[config.mk]
export PLATFORM = sky130hd
export DESIGN_NAME = dbc_top
export DESIGN_NICKNAME = d
export VERILOG_FILES = /design/src/hw/dbc_pkg.sv /design/src/hw/dbc_match.sv /design/src/hw/dbc_top.sv
export VERILOG_INCLUDE_DIRS = /design/src /design/src/hw
export SDC_FILE = /design/constraint.sdc
export NUM_CORES = 1
export LEC_CHECK = 0
export ABC_AREA = 1
export BUFFER_PORTS_ARGS = -buffer_cell sky130_fd_sc_hd__buf_4
export CORE_MARGIN = 8
export CORE_UTILIZATION = 51
export CTS_CLUSTER_SIZE = 25
export DETAILED_ROUTE_END_ITERATION = 8
export PLACE_DENSITY_LB_ADDON = 0.08
export SLEW_MARGIN = 20
export SYNTH_ARGS = -nofsm -noshare
export SYNTH_HDL_FRONTEND = slang
export SYNTH_SLANG_ARGS = --single-unit
[constraint.sdc]
create_clock -name aclk -period 2 [get_ports aclk]
set_clock_uncertainty 0.1 [all_clocks]
set_input_delay 0.2 -clock aclk [delete_from_list [all_inputs] [get_ports aclk]]
set_output_delay 0.2 -clock aclk [all_outputs]
set_load 0.05 [all_outputs]
[src/hw/dbc_consts.svh]
`ifndef DBC_CONSTS_SVH
`define DBC_CONSTS_SVH

// ==========================================================================
// Register indices (byte address = index * 4)
`define DBC_IDX_W          10
`define DBC_IDX_A_CTL      10'h110
`define DBC_IDX_A_ADDR_H   10'h115
`define DBC_IDX_A_ADDR_M   10'h116
`define DBC_IDX_A_ADDR_L   10'h117
`define DBC_IDX_A_DATA0    10'h118
`define DBC_IDX_A_MASK0    10'h11C
`define DBC_IDX_B_CTL      10'h120
`define DBC_IDX_B_ADDR_H   10'h125
`define DBC_IDX_B_ADDR_M   10'h126
`define DBC_IDX_B_ADDR_L   10'h127
`define DBC_IDX_CONFIG     10'h140
`define DBC_IDX_STATUS     10'h141
`define DBC_BYTES_PER_WORD 4

// ==========================================================================
// Bus widths
`define DBC_AXI_AW         12
`define DBC_IDX_LSB        2
`define DBC_ADDR_W         24
`define DBC_DATA_W         32

// ==========================================================================
// Control byte fields
`define DBC_CTL_NDB        6
`define DBC_CTL_INSTRUCTION_SELECT       5
`define DBC_CTL_RW         3
`define DBC_CTL_RWE        2
`define DBC_CTL_EN         0
`define DBC_CTL_A_MASK     8'h6D
`define DBC_CTL_B_MASK     8'h2D

// ==========================================================================
// Config and status fields
`define DBC_CFG_RANGE      0
`define DBC_STS_ARMED      0
`define DBC_STS_PROF       1
`define DBC_STS_MATCH_A    2
`define DBC_STS_MATCH_B    3

// ==========================================================================
// Reset values
`define DBC_RST_CTL        8'h00
`define DBC_RST_ADDR       24'h000000
`define DBC_RST_DATA       32'h00000000
`define DBC_RST_MASK       32'h00000000
`define DBC_RST_CFG        1'b0

// ==========================================================================
// AXI responses
`define DBC_RESP_OKAY      2'h0
`define DBC_RESP_SLVERR    2'h2

`endif

[src/hw/dbc_pkg.sv]
package dbc_pkg;

   // Core bus seen by the comparators
   typedef struct packed {
      logic        access_valid;
      logic        rw;
      logic [23:0] addr;
      logic [31:0] data;
      logic        fetch_valid;
      logic [23:0] pc;
   } dbc_core_bus_t;

   // Decoded comparator control
   typedef struct packed {
      logic data_mismatch_select;
      logic instruction_select;
      logic rw;
      logic direction_qualify_enable;
      logic en;
   } dbc_ctl_t;

endpackage

[src/hw/dbc_match.sv]
`timescale 1ns/1ps
`include "dbc_consts.svh"

module dbc_match
   import dbc_pkg::*;
(
   input  wire dbc_ctl_t                  ctl,
   input  wire logic [`DBC_ADDR_W-1:0]    cmp_addr,
   input  wire logic [`DBC_DATA_W-1:0]    data_val,
   input  wire logic [`DBC_DATA_W-1:0]    data_mask,
   input  wire logic                      use_data,
   input  wire logic                      range_mode,
   input  wire logic [`DBC_ADDR_W-1:0]    range_hi,
   input  wire dbc_core_bus_t             bus,
   output logic                           hit
);

   logic                   sel_valid;
   logic [`DBC_ADDR_W-1:0] sel_addr;
   logic                   addr_ok;
   logic                   data_eq;
   logic                   data_ok;
   logic                   dir_ok;

   // ==========================================================================
   // Match evaluation
   always_comb begin
      sel_valid = ctl.instruction_select ? bus.fetch_valid : bus.access_valid;
      sel_addr  = ctl.instruction_select ? bus.pc : bus.addr;
      if (range_mode) begin
         addr_ok = (sel_addr >= cmp_addr) && (sel_addr <= range_hi);
      end else begin
         addr_ok = (sel_addr == cmp_addr);
      end
      data_eq = (((bus.data ^ data_val) & data_mask) == '0);
      data_ok = !use_data || ctl.instruction_select || (data_eq ^ ctl.data_mismatch_select);
      dir_ok  = ctl.instruction_select || !ctl.direction_qualify_enable || (bus.rw == ctl.rw);
      hit     = ctl.en && sel_valid && addr_ok && data_ok && dir_ok;
   end

endmodule

[src/hw/dbc_top.sv]
// Notes on behaviour
// - Writes to comparator registers are dropped while armed or profiling; reads always work.
// - Outside range mode, each address bit gives the level the matching bus address bit must carry.
// - Comparator A data bits give expected data levels where the mask bit is one.
// - Mask zero excludes a data bit; mask one requires equality.
// - Data value is byte accessible, lowest address holds bits 31 to 24.
// - Data mask is byte accessible, most significant byte first.
// - Instruction select zero compares data addresses, one compares the program counter.
// - Direction bit ignored unless qualify enabled; both ignored with instruction select.
// - With qualify enabled, bus direction must equal the direction bit.
// - A comparator matches only while its enable bit is one.
// - In range mode A's control qualifies the range and B's control is ignored.
// - Comparator A data value resets to zero.
// - A's inversion bit matches on masked data difference; ignored with instruction select.
// - Profiling flag sets on first profiling entry, clears when transmission ends.
//
// Decided for this implementation: the AXI4-Lite register port.
`timescale 1ns/1ps
`include "dbc_consts.svh"

module dbc_top
   import dbc_pkg::*;
(
   input  wire logic                      aclk,
   input  wire logic                      aresetn,
   input  wire logic [`DBC_AXI_AW-1:0]    s_axi_awaddr,
   input  wire logic [2:0]                s_axi_awprot,
   input  wire logic                      s_axi_awvalid,
   output logic                           s_axi_awready,
   input  wire logic [31:0]               s_axi_wdata,
   input  wire logic [3:0]                s_axi_wstrb,
   input  wire logic                      s_axi_wvalid,
   output logic                           s_axi_wready,
   output logic [1:0]                     s_axi_bresp,
   output logic                           s_axi_bvalid,
   input  wire logic                      s_axi_bready,
   input  wire logic [`DBC_AXI_AW-1:0]    s_axi_araddr,
   input  wire logic [2:0]                s_axi_arprot,
   input  wire logic                      s_axi_arvalid,
   output logic                           s_axi_arready,
   output logic [31:0]                    s_axi_rdata,
   output logic [1:0]                     s_axi_rresp,
   output logic                           s_axi_rvalid,
   input  wire logic                      s_axi_rready,
   input  wire dbc_core_bus_t             core_bus,
   input  wire logic                      debug_armed,
   input  wire logic                      profile_first_entry,
   input  wire logic                      profile_end,
   output logic                           match_a,
   output logic                           match_b,
   output logic                           profiling_active
);

   // ==========================================================================
   // Helper functions
   function automatic logic [`DBC_IDX_W-1:0] idx_of(input logic [`DBC_AXI_AW-1:0] addr);
      idx_of = addr[`DBC_AXI_AW-1:`DBC_IDX_LSB];
   endfunction

   function automatic logic is_mapped(input logic [`DBC_IDX_W-1:0] idx);
      is_mapped = (idx == `DBC_IDX_A_CTL)
               || (idx >= `DBC_IDX_A_ADDR_H && idx <= `DBC_IDX_B_CTL)
               || (idx >= `DBC_IDX_B_ADDR_H && idx <= `DBC_IDX_B_ADDR_L)
               || (idx == `DBC_IDX_CONFIG) || (idx == `DBC_IDX_STATUS);
   endfunction

   function automatic dbc_ctl_t ctl_of(input logic [7:0] b);
      ctl_of.data_mismatch_select  = b[`DBC_CTL_NDB];
      ctl_of.instruction_select = b[`DBC_CTL_INSTRUCTION_SELECT];
      ctl_of.rw   = b[`DBC_CTL_RW];
      ctl_of.direction_qualify_enable  = b[`DBC_CTL_RWE];
      ctl_of.en   = b[`DBC_CTL_EN];
   endfunction

   // ==========================================================================
   // Registers
   logic [7:0]              a_ctl_q;
   logic [`DBC_ADDR_W-1:0]  a_addr_q;
   logic [`DBC_DATA_W-1:0]  a_data_q;
   logic [`DBC_DATA_W-1:0]  a_mask_q;
   logic [7:0]              b_ctl_q;
   logic [`DBC_ADDR_W-1:0]  b_addr_q;
   logic                    range_mode_q;
   logic                    prof_q;
   logic                    match_a_q;
   logic                    match_b_q;

   // ==========================================================================
   // AXI write channel state
   logic                    awready_q;
   logic                    wready_q;
   logic                    aw_held_q;
   logic                    w_held_q;
   logic [`DBC_IDX_W-1:0]   aw_idx_q;
   logic [7:0]              w_byte_q;
   logic                    w_strb_q;
   logic                    bvalid_q;
   logic [1:0]              bresp_q;
   logic                    do_write;
   logic                    wr_lock;
   logic                    wr_en;

   // ==========================================================================
   // AXI read channel state
   logic                    arready_q;
   logic                    rvalid_q;
   logic [31:0]             rdata_q;
   logic [1:0]              rresp_q;
   logic [`DBC_IDX_W-1:0]   ar_idx;
   logic [7:0]              rd_byte;

   // ==========================================================================
   // Match logic
   logic                    hit_a;
   logic                    hit_b;
   dbc_ctl_t                ctl_a;
   dbc_ctl_t                ctl_b;

   assign ctl_a = ctl_of(a_ctl_q);
   assign ctl_b = ctl_of(b_ctl_q & `DBC_CTL_B_MASK);

   dbc_match u_match_a (
      .ctl        (ctl_a),
      .cmp_addr   (a_addr_q),
      .data_val   (a_data_q),
      .data_mask  (a_mask_q),
      .use_data   (1'b1),
      .range_mode (range_mode_q),
      .range_hi   (b_addr_q),
      .bus        (core_bus),
      .hit        (hit_a)
   );

   dbc_match u_match_b (
      .ctl        (ctl_b),
      .cmp_addr   (b_addr_q),
      .data_val   (a_data_q),
      .data_mask  (a_mask_q),
      .use_data   (1'b0),
      .range_mode (1'b0),
      .range_hi   (b_addr_q),
      .bus        (core_bus),
      .hit        (hit_b)
   );

   always_ff @(posedge aclk) begin
      if (!aresetn) begin
         match_a_q <= 1'b0;
         match_b_q <= 1'b0;
      end else begin
         match_a_q <= hit_a;
         match_b_q <= hit_b && !range_mode_q;
      end
   end

   // ==========================================================================
   // Profiling flag
   always_ff @(posedge aclk) begin
      if (!aresetn) begin
         prof_q <= 1'b0;
      end else if (profile_first_entry) begin
         prof_q <= 1'b1;
      end else if (profile_end) begin
         prof_q <= 1'b0;
      end
   end

   // ==========================================================================
   // Write address and data capture
   always_ff @(posedge aclk) begin
      if (!aresetn) begin
         awready_q <= 1'b1;
         aw_held_q <= 1'b0;
         aw_idx_q  <= '0;
      end else if (s_axi_awvalid && awready_q) begin
         awready_q <= 1'b0;
         aw_held_q <= 1'b1;
         aw_idx_q  <= idx_of(s_axi_awaddr);
      end else if (do_write) begin
         aw_held_q <= 1'b0;
      end else if (!aw_held_q && !bvalid_q) begin
         awready_q <= 1'b1;
      end
   end

   always_ff @(posedge aclk) begin
      if (!aresetn) begin
         wready_q <= 1'b1;
         w_held_q <= 1'b0;
         w_byte_q <= 8'h00;
         w_strb_q <= 1'b0;
      end else if (s_axi_wvalid && wready_q) begin
         wready_q <= 1'b0;
         w_held_q <= 1'b1;
         w_byte_q <= s_axi_wdata[7:0];
         w_strb_q <= s_axi_wstrb[0];
      end else if (do_write) begin
         w_held_q <= 1'b0;
      end else if (!w_held_q && !bvalid_q) begin
         wready_q <= 1'b1;
      end
   end

   assign do_write = aw_held_q && w_held_q && !bvalid_q;
   assign wr_lock  = debug_armed || prof_q;
   assign wr_en    = do_write && w_strb_q && !wr_lock;

   // ==========================================================================
   // Write response
   always_ff @(posedge aclk) begin
      if (!aresetn) begin
         bvalid_q <= 1'b0;
         bresp_q  <= `DBC_RESP_OKAY;
      end else if (do_write) begin
         bvalid_q <= 1'b1;
         bresp_q  <= is_mapped(aw_idx_q) ? `DBC_RESP_OKAY : `DBC_RESP_SLVERR;
      end else if (s_axi_bready && bvalid_q) begin
         bvalid_q <= 1'b0;
      end
   end

   // ==========================================================================
   // Control registers
   always_ff @(posedge aclk) begin
      if (!aresetn) begin
         a_ctl_q      <= `DBC_RST_CTL;
         b_ctl_q      <= `DBC_RST_CTL;
         range_mode_q <= `DBC_RST_CFG;
      end else if (wr_en) begin
         case (aw_idx_q)
            `DBC_IDX_A_CTL:  a_ctl_q      <= w_byte_q & `DBC_CTL_A_MASK;
            `DBC_IDX_B_CTL:  b_ctl_q      <= w_byte_q & `DBC_CTL_B_MASK;
            `DBC_IDX_CONFIG: range_mode_q <= w_byte_q[`DBC_CFG_RANGE];
            default: begin
            end
         endcase
      end
   end

   // ==========================================================================
   // Address registers
   always_ff @(posedge aclk) begin
      if (!aresetn) begin
         a_addr_q <= `DBC_RST_ADDR;
         b_addr_q <= `DBC_RST_ADDR;
      end else if (wr_en) begin
         case (aw_idx_q)
            `DBC_IDX_A_ADDR_H: a_addr_q[23:16] <= w_byte_q;
            `DBC_IDX_A_ADDR_M: a_addr_q[15:8]  <= w_byte_q;
            `DBC_IDX_A_ADDR_L: a_addr_q[7:0]   <= w_byte_q;
            `DBC_IDX_B_ADDR_H: b_addr_q[23:16] <= w_byte_q;
            `DBC_IDX_B_ADDR_M: b_addr_q[15:8]  <= w_byte_q;
            `DBC_IDX_B_ADDR_L: b_addr_q[7:0]   <= w_byte_q;
            default: begin
            end
         endcase
      end
   end

   // ==========================================================================
   // Data value and mask registers
   always_ff @(posedge aclk) begin
      if (!aresetn) begin
         a_data_q <= `DBC_RST_DATA;
         a_mask_q <= `DBC_RST_MASK;
      end else if (wr_en) begin
         for (int i = 0; i < `DBC_BYTES_PER_WORD; i++) begin
            if (aw_idx_q == `DBC_IDX_A_DATA0 + i[`DBC_IDX_W-1:0]) begin
               a_data_q[31 - 8 * i -: 8] <= w_byte_q;
            end
            if (aw_idx_q == `DBC_IDX_A_MASK0 + i[`DBC_IDX_W-1:0]) begin
               a_mask_q[31 - 8 * i -: 8] <= w_byte_q;
            end
         end
      end
   end

   // ==========================================================================
   // Read data mux
   assign ar_idx = idx_of(s_axi_araddr);

   always_comb begin
      rd_byte = 8'h00;
      case (ar_idx)
         `DBC_IDX_A_CTL:    rd_byte = a_ctl_q;
         `DBC_IDX_A_ADDR_H: rd_byte = a_addr_q[23:16];
         `DBC_IDX_A_ADDR_M: rd_byte = a_addr_q[15:8];
         `DBC_IDX_A_ADDR_L: rd_byte = a_addr_q[7:0];
         `DBC_IDX_B_CTL:    rd_byte = b_ctl_q & `DBC_CTL_B_MASK;
         `DBC_IDX_B_ADDR_H: rd_byte = b_addr_q[23:16];
         `DBC_IDX_B_ADDR_M: rd_byte = b_addr_q[15:8];
         `DBC_IDX_B_ADDR_L: rd_byte = b_addr_q[7:0];
         `DBC_IDX_CONFIG:   rd_byte[`DBC_CFG_RANGE] = range_mode_q;
         `DBC_IDX_STATUS: begin
            rd_byte[`DBC_STS_ARMED]   = debug_armed;
            rd_byte[`DBC_STS_PROF]    = prof_q;
            rd_byte[`DBC_STS_MATCH_A] = match_a_q;
            rd_byte[`DBC_STS_MATCH_B] = match_b_q;
         end
         default: begin
            for (int i = 0; i < `DBC_BYTES_PER_WORD; i++) begin
               if (ar_idx == `DBC_IDX_A_DATA0 + i[`DBC_IDX_W-1:0]) begin
                  rd_byte = a_data_q[31 - 8 * i -: 8];
               end
               if (ar_idx == `DBC_IDX_A_MASK0 + i[`DBC_IDX_W-1:0]) begin
                  rd_byte = a_mask_q[31 - 8 * i -: 8];
               end
            end
         end
      endcase
   end

   // ==========================================================================
   // Read channel
   always_ff @(posedge aclk) begin
      if (!aresetn) begin
         arready_q <= 1'b1;
         rvalid_q  <= 1'b0;
         rdata_q   <= 32'h00000000;
         rresp_q   <= `DBC_RESP_OKAY;
      end else if (s_axi_arvalid && arready_q) begin
         arready_q <= 1'b0;
         rvalid_q  <= 1'b1;
         rdata_q   <= {24'h000000, rd_byte};
         rresp_q   <= is_mapped(ar_idx) ? `DBC_RESP_OKAY : `DBC_RESP_SLVERR;
      end else if (rvalid_q && s_axi_rready) begin
         rvalid_q  <= 1'b0;
         arready_q <= 1'b1;
      end
   end

   // ==========================================================================
   // Outputs
   assign s_axi_awready    = awready_q;
   assign s_axi_wready     = wready_q;
   assign s_axi_bvalid     = bvalid_q;
   assign s_axi_bresp      = bresp_q;
   assign s_axi_arready    = arready_q;
   assign s_axi_rvalid     = rvalid_q;
   assign s_axi_rdata      = rdata_q;
   assign s_axi_rresp      = rresp_q;
   assign match_a          = match_a_q;
   assign match_b          = match_b_q;
   assign profiling_active = prof_q;

endmodule

==> flow_summary.ini <==
[critical_path]
crit_fanout = 7
start_kind = register
crit_chain = buf_12, nand2_1, o21ai_4, ha_4, nand4_1, buf_4, a31oi_4, nor4_2, buf_4, nand3_2, nand2_2, nand2_1, nor2_1
critPathKind = reg -> reg
cp.arrival_ps = 2460
crit_required_ps = 2270
cp_num_buf_inv = 3
end_kind = register
path_delay_family = simple AND/OR/NAND/NOR gates
crit_slowest_cell = dfxtp_4
cpPeakStageDelay_ps = 440

[detailed_routing]
drc = 0
avgRoutedWirePerCell_microns = 18.9
postRouteAntennaNets = 0
viasPerCell = 5.49
vias = 10619
wl_mm = 36.5
first_iter_violations = 1121
drtPass1Iterations = 5

[floorplanning]
pin_count = 203
die_h_microns = 155
rows = 51
die_width_microns = 155
core-area_sq_um = 19200
die_area_sq_um = 24100
initial_core_util = 0.514

[clock_network]
htree_num_levels = 4
cts_made_buffers = 17
cts_tree = yes
cts_root_buf = clkbuf_16
clk_pin_slew_ps = 70
insertion_delay_ps = 440
cts.sinks = 161
clk_path_buf_depth = 2

[yosys]
ys_seq_area_frac = 0.326
synth_cell_types = 52
synth-main-ff-cell = dfxtp_1
yosysWarnings = 0
synthArstFlopShare = 0
syn_avg_cell_area_sq_um = 6.96
netlist_instances = 1419
syn-cell-area_sq_um = 9880
synth_edf_count = 0
ys_ff_latch = 161

[power_and_ir_drop]
p_leak_nw = 5.28
p_per_area_nw_per_um2 = 604
power_mw = 7.88
vdd_drop_max_v = 0.000599

[sta]
tightest_slew_ps = 558
fin_crit_ps = 2190
worst_slack_ps = -192
finalCritPeriodShare = 1.10
fin_setup_tns_ps = -192
fmax_ghz = 0.456
max_slew_margin = 0.628
drv_slew = 0
finalHoldViolCount = 0
setup_viol = 1
rsz0062_at_grt = true

[run_status]
failed_checks = negative setup slack
outcome = finished, violations left

[min_path]
hp-class = in -> reg

[grt]
grt_usage = 0.287
grt.overflow.total = 0
antenna_found_initial = 0
grt_pass1_wl_mm = 53.2
grt_max_degree = 129
first_global_vias = 9462

[run]
cap_violations = 0

[final_layout]
antennaDiodeCount = 0
layout.nets = 1862
area_delta_synth_final_pct = 32.0
multi_input_area_sq_um = 6020
fin_cells = 1933
register_area_sq_um = 3230
fillers = 1670
drive_gt1_frac = 0.241

[placement]
post-place-cells = 1873
port_buffers = 139
gp_congestion = 0.965
dpl.hpwl_mm = 27.8
-- metrics by stage --
step / cell area (sq um) / util / setup slack [ps] / hold slack, ps
CTS: 12600 / 0.655 / -202 / 20.6
finish: 13000 / 0.679 / -192 / 37.7
detailed placement: 11700 / 0.611 / -264 / 318
global route: 13000 / 0.679 / -296 / 54.7
floorplan: 10000 / - / 9.45 / 221
global placement: 11700 / 0.611 / -194 / 314
-- final timing paths --
check | startpoint | end | slack, ps | depth (start not counted)
worst max register to register | a_ctl_q[5] | match_a | -190 | 13
worst min register to register | a_mask_q[18] | a_mask_q[18] | 370 | 2
worst min-delay path | s_axi_wdata[1] | w_byte_q[1] | 40 | 3
worst max-delay path | a_ctl_q[5] | match_a | -190 | 13
-- logic make-up (layout without fill, tap and decap cells) --
logic type      Yosys count  count (layout)  share of synthesized area
buf+inv                 256             479                      0.114
simple gates            477             478                      0.228
compound gates          453             453                      0.250
fa+ha+maj                48              48                     0.0608
mux                       4               4                    0.00405
xor+xnor                 19              19                     0.0168
other cells               1              26                   0.000380
flops                   161             161                      0.326
-- synthesized netlist by cell type (all sizes together), types with 12 or more instances --
master,number,area share
nand2,217,0.083
o21ai,201,0.10
inv,177,0.067
a21oi,176,0.089
dfxtp,161,0.33
nor2,136,0.057
buf,50,0.035
nand3,49,0.030
ha,48,0.061
nand4,33,0.022
a211oi,27,0.024
clkbuf,27,0.010
o22ai,22,0.014
nor3,17,0.014
xor2,15,0.013
nor4,12,0.013
-- worst register-to-register path, delay by kind of cell (launching register included) --
family,cells,cell delay (ps)
AOI/OAI and AO/OA,2,130
adders and majority gates,1,240
buffers and inverters,3,460
DFF,1,440
and+or+nand+nor,7,750
-- cells in the final DEF, fill, tap and decap left out, types with 12 or more instances in the layout --
cell           instances
a211oi_1              21
a21oi_1              173
buf_4                235
clkbuf_16             19
conb_1                26
dfxtp_1              159
dlygate4sd3_1         22
ha_1                  36
ha_4                  12
inv_1                162
inv_2                 13
nand2_1              202
nand2_2               15
nand3_1               34
nand4_1               32
nor2_1               120
nor3_1                12
o21ai_0              153
o21ai_1               39
o22ai_1               22
xor2_1                15
-- power by group --
group | switching (mW) | internal, mW
Sequential | 0.0536 | 3.26
Combinational | 0.795 | 0.471
Clock | 1.57 | 1.74
-- routing by layer --
metal  routed length (microns)  GRT usage  vias up
met5                         0          0        -
met4                      1010     0.0980        0
met3                      3830     0.0688       63
met2                     15800      0.428      516
met1                     15800      0.396     4796
li1                          -          -     5244
-- flip-flops by register name (all words and copies together), names as in the netlist, 4 cells and up --
signal	count
a_mask_q	32
s_axi_rdata	8
a_ctl_q	5
a_data_q	32
aw_idx_q	10
w_byte_q	8
b_addr_q	24
a_addr_q	24
b_ctl_q	4
-- area by class of cell --
class / count / share of cell area
multi-input combinational: 1028 / 0.462
tap: 265 / 0.0254
sequential: 161 / 0.248
inverter: 179 / 0.0527
timing repair buffer: 268 / 0.168
clock buffer: 19 / 0.0347
clock inverter: 13 / 0.0103
-- what timing repair did --
item | CTS | global route
endpoints found under the hold margin | 21 | 0
hold buffers | 22 | 0
gates cloned | 0 | 4
setup buffers | 0 | 3
gates resized for setup | 10 | 96
endpoints found under the setup margin | 1 | 43
pin swaps | 4 | 30
(Power assumes the default switching activity.)
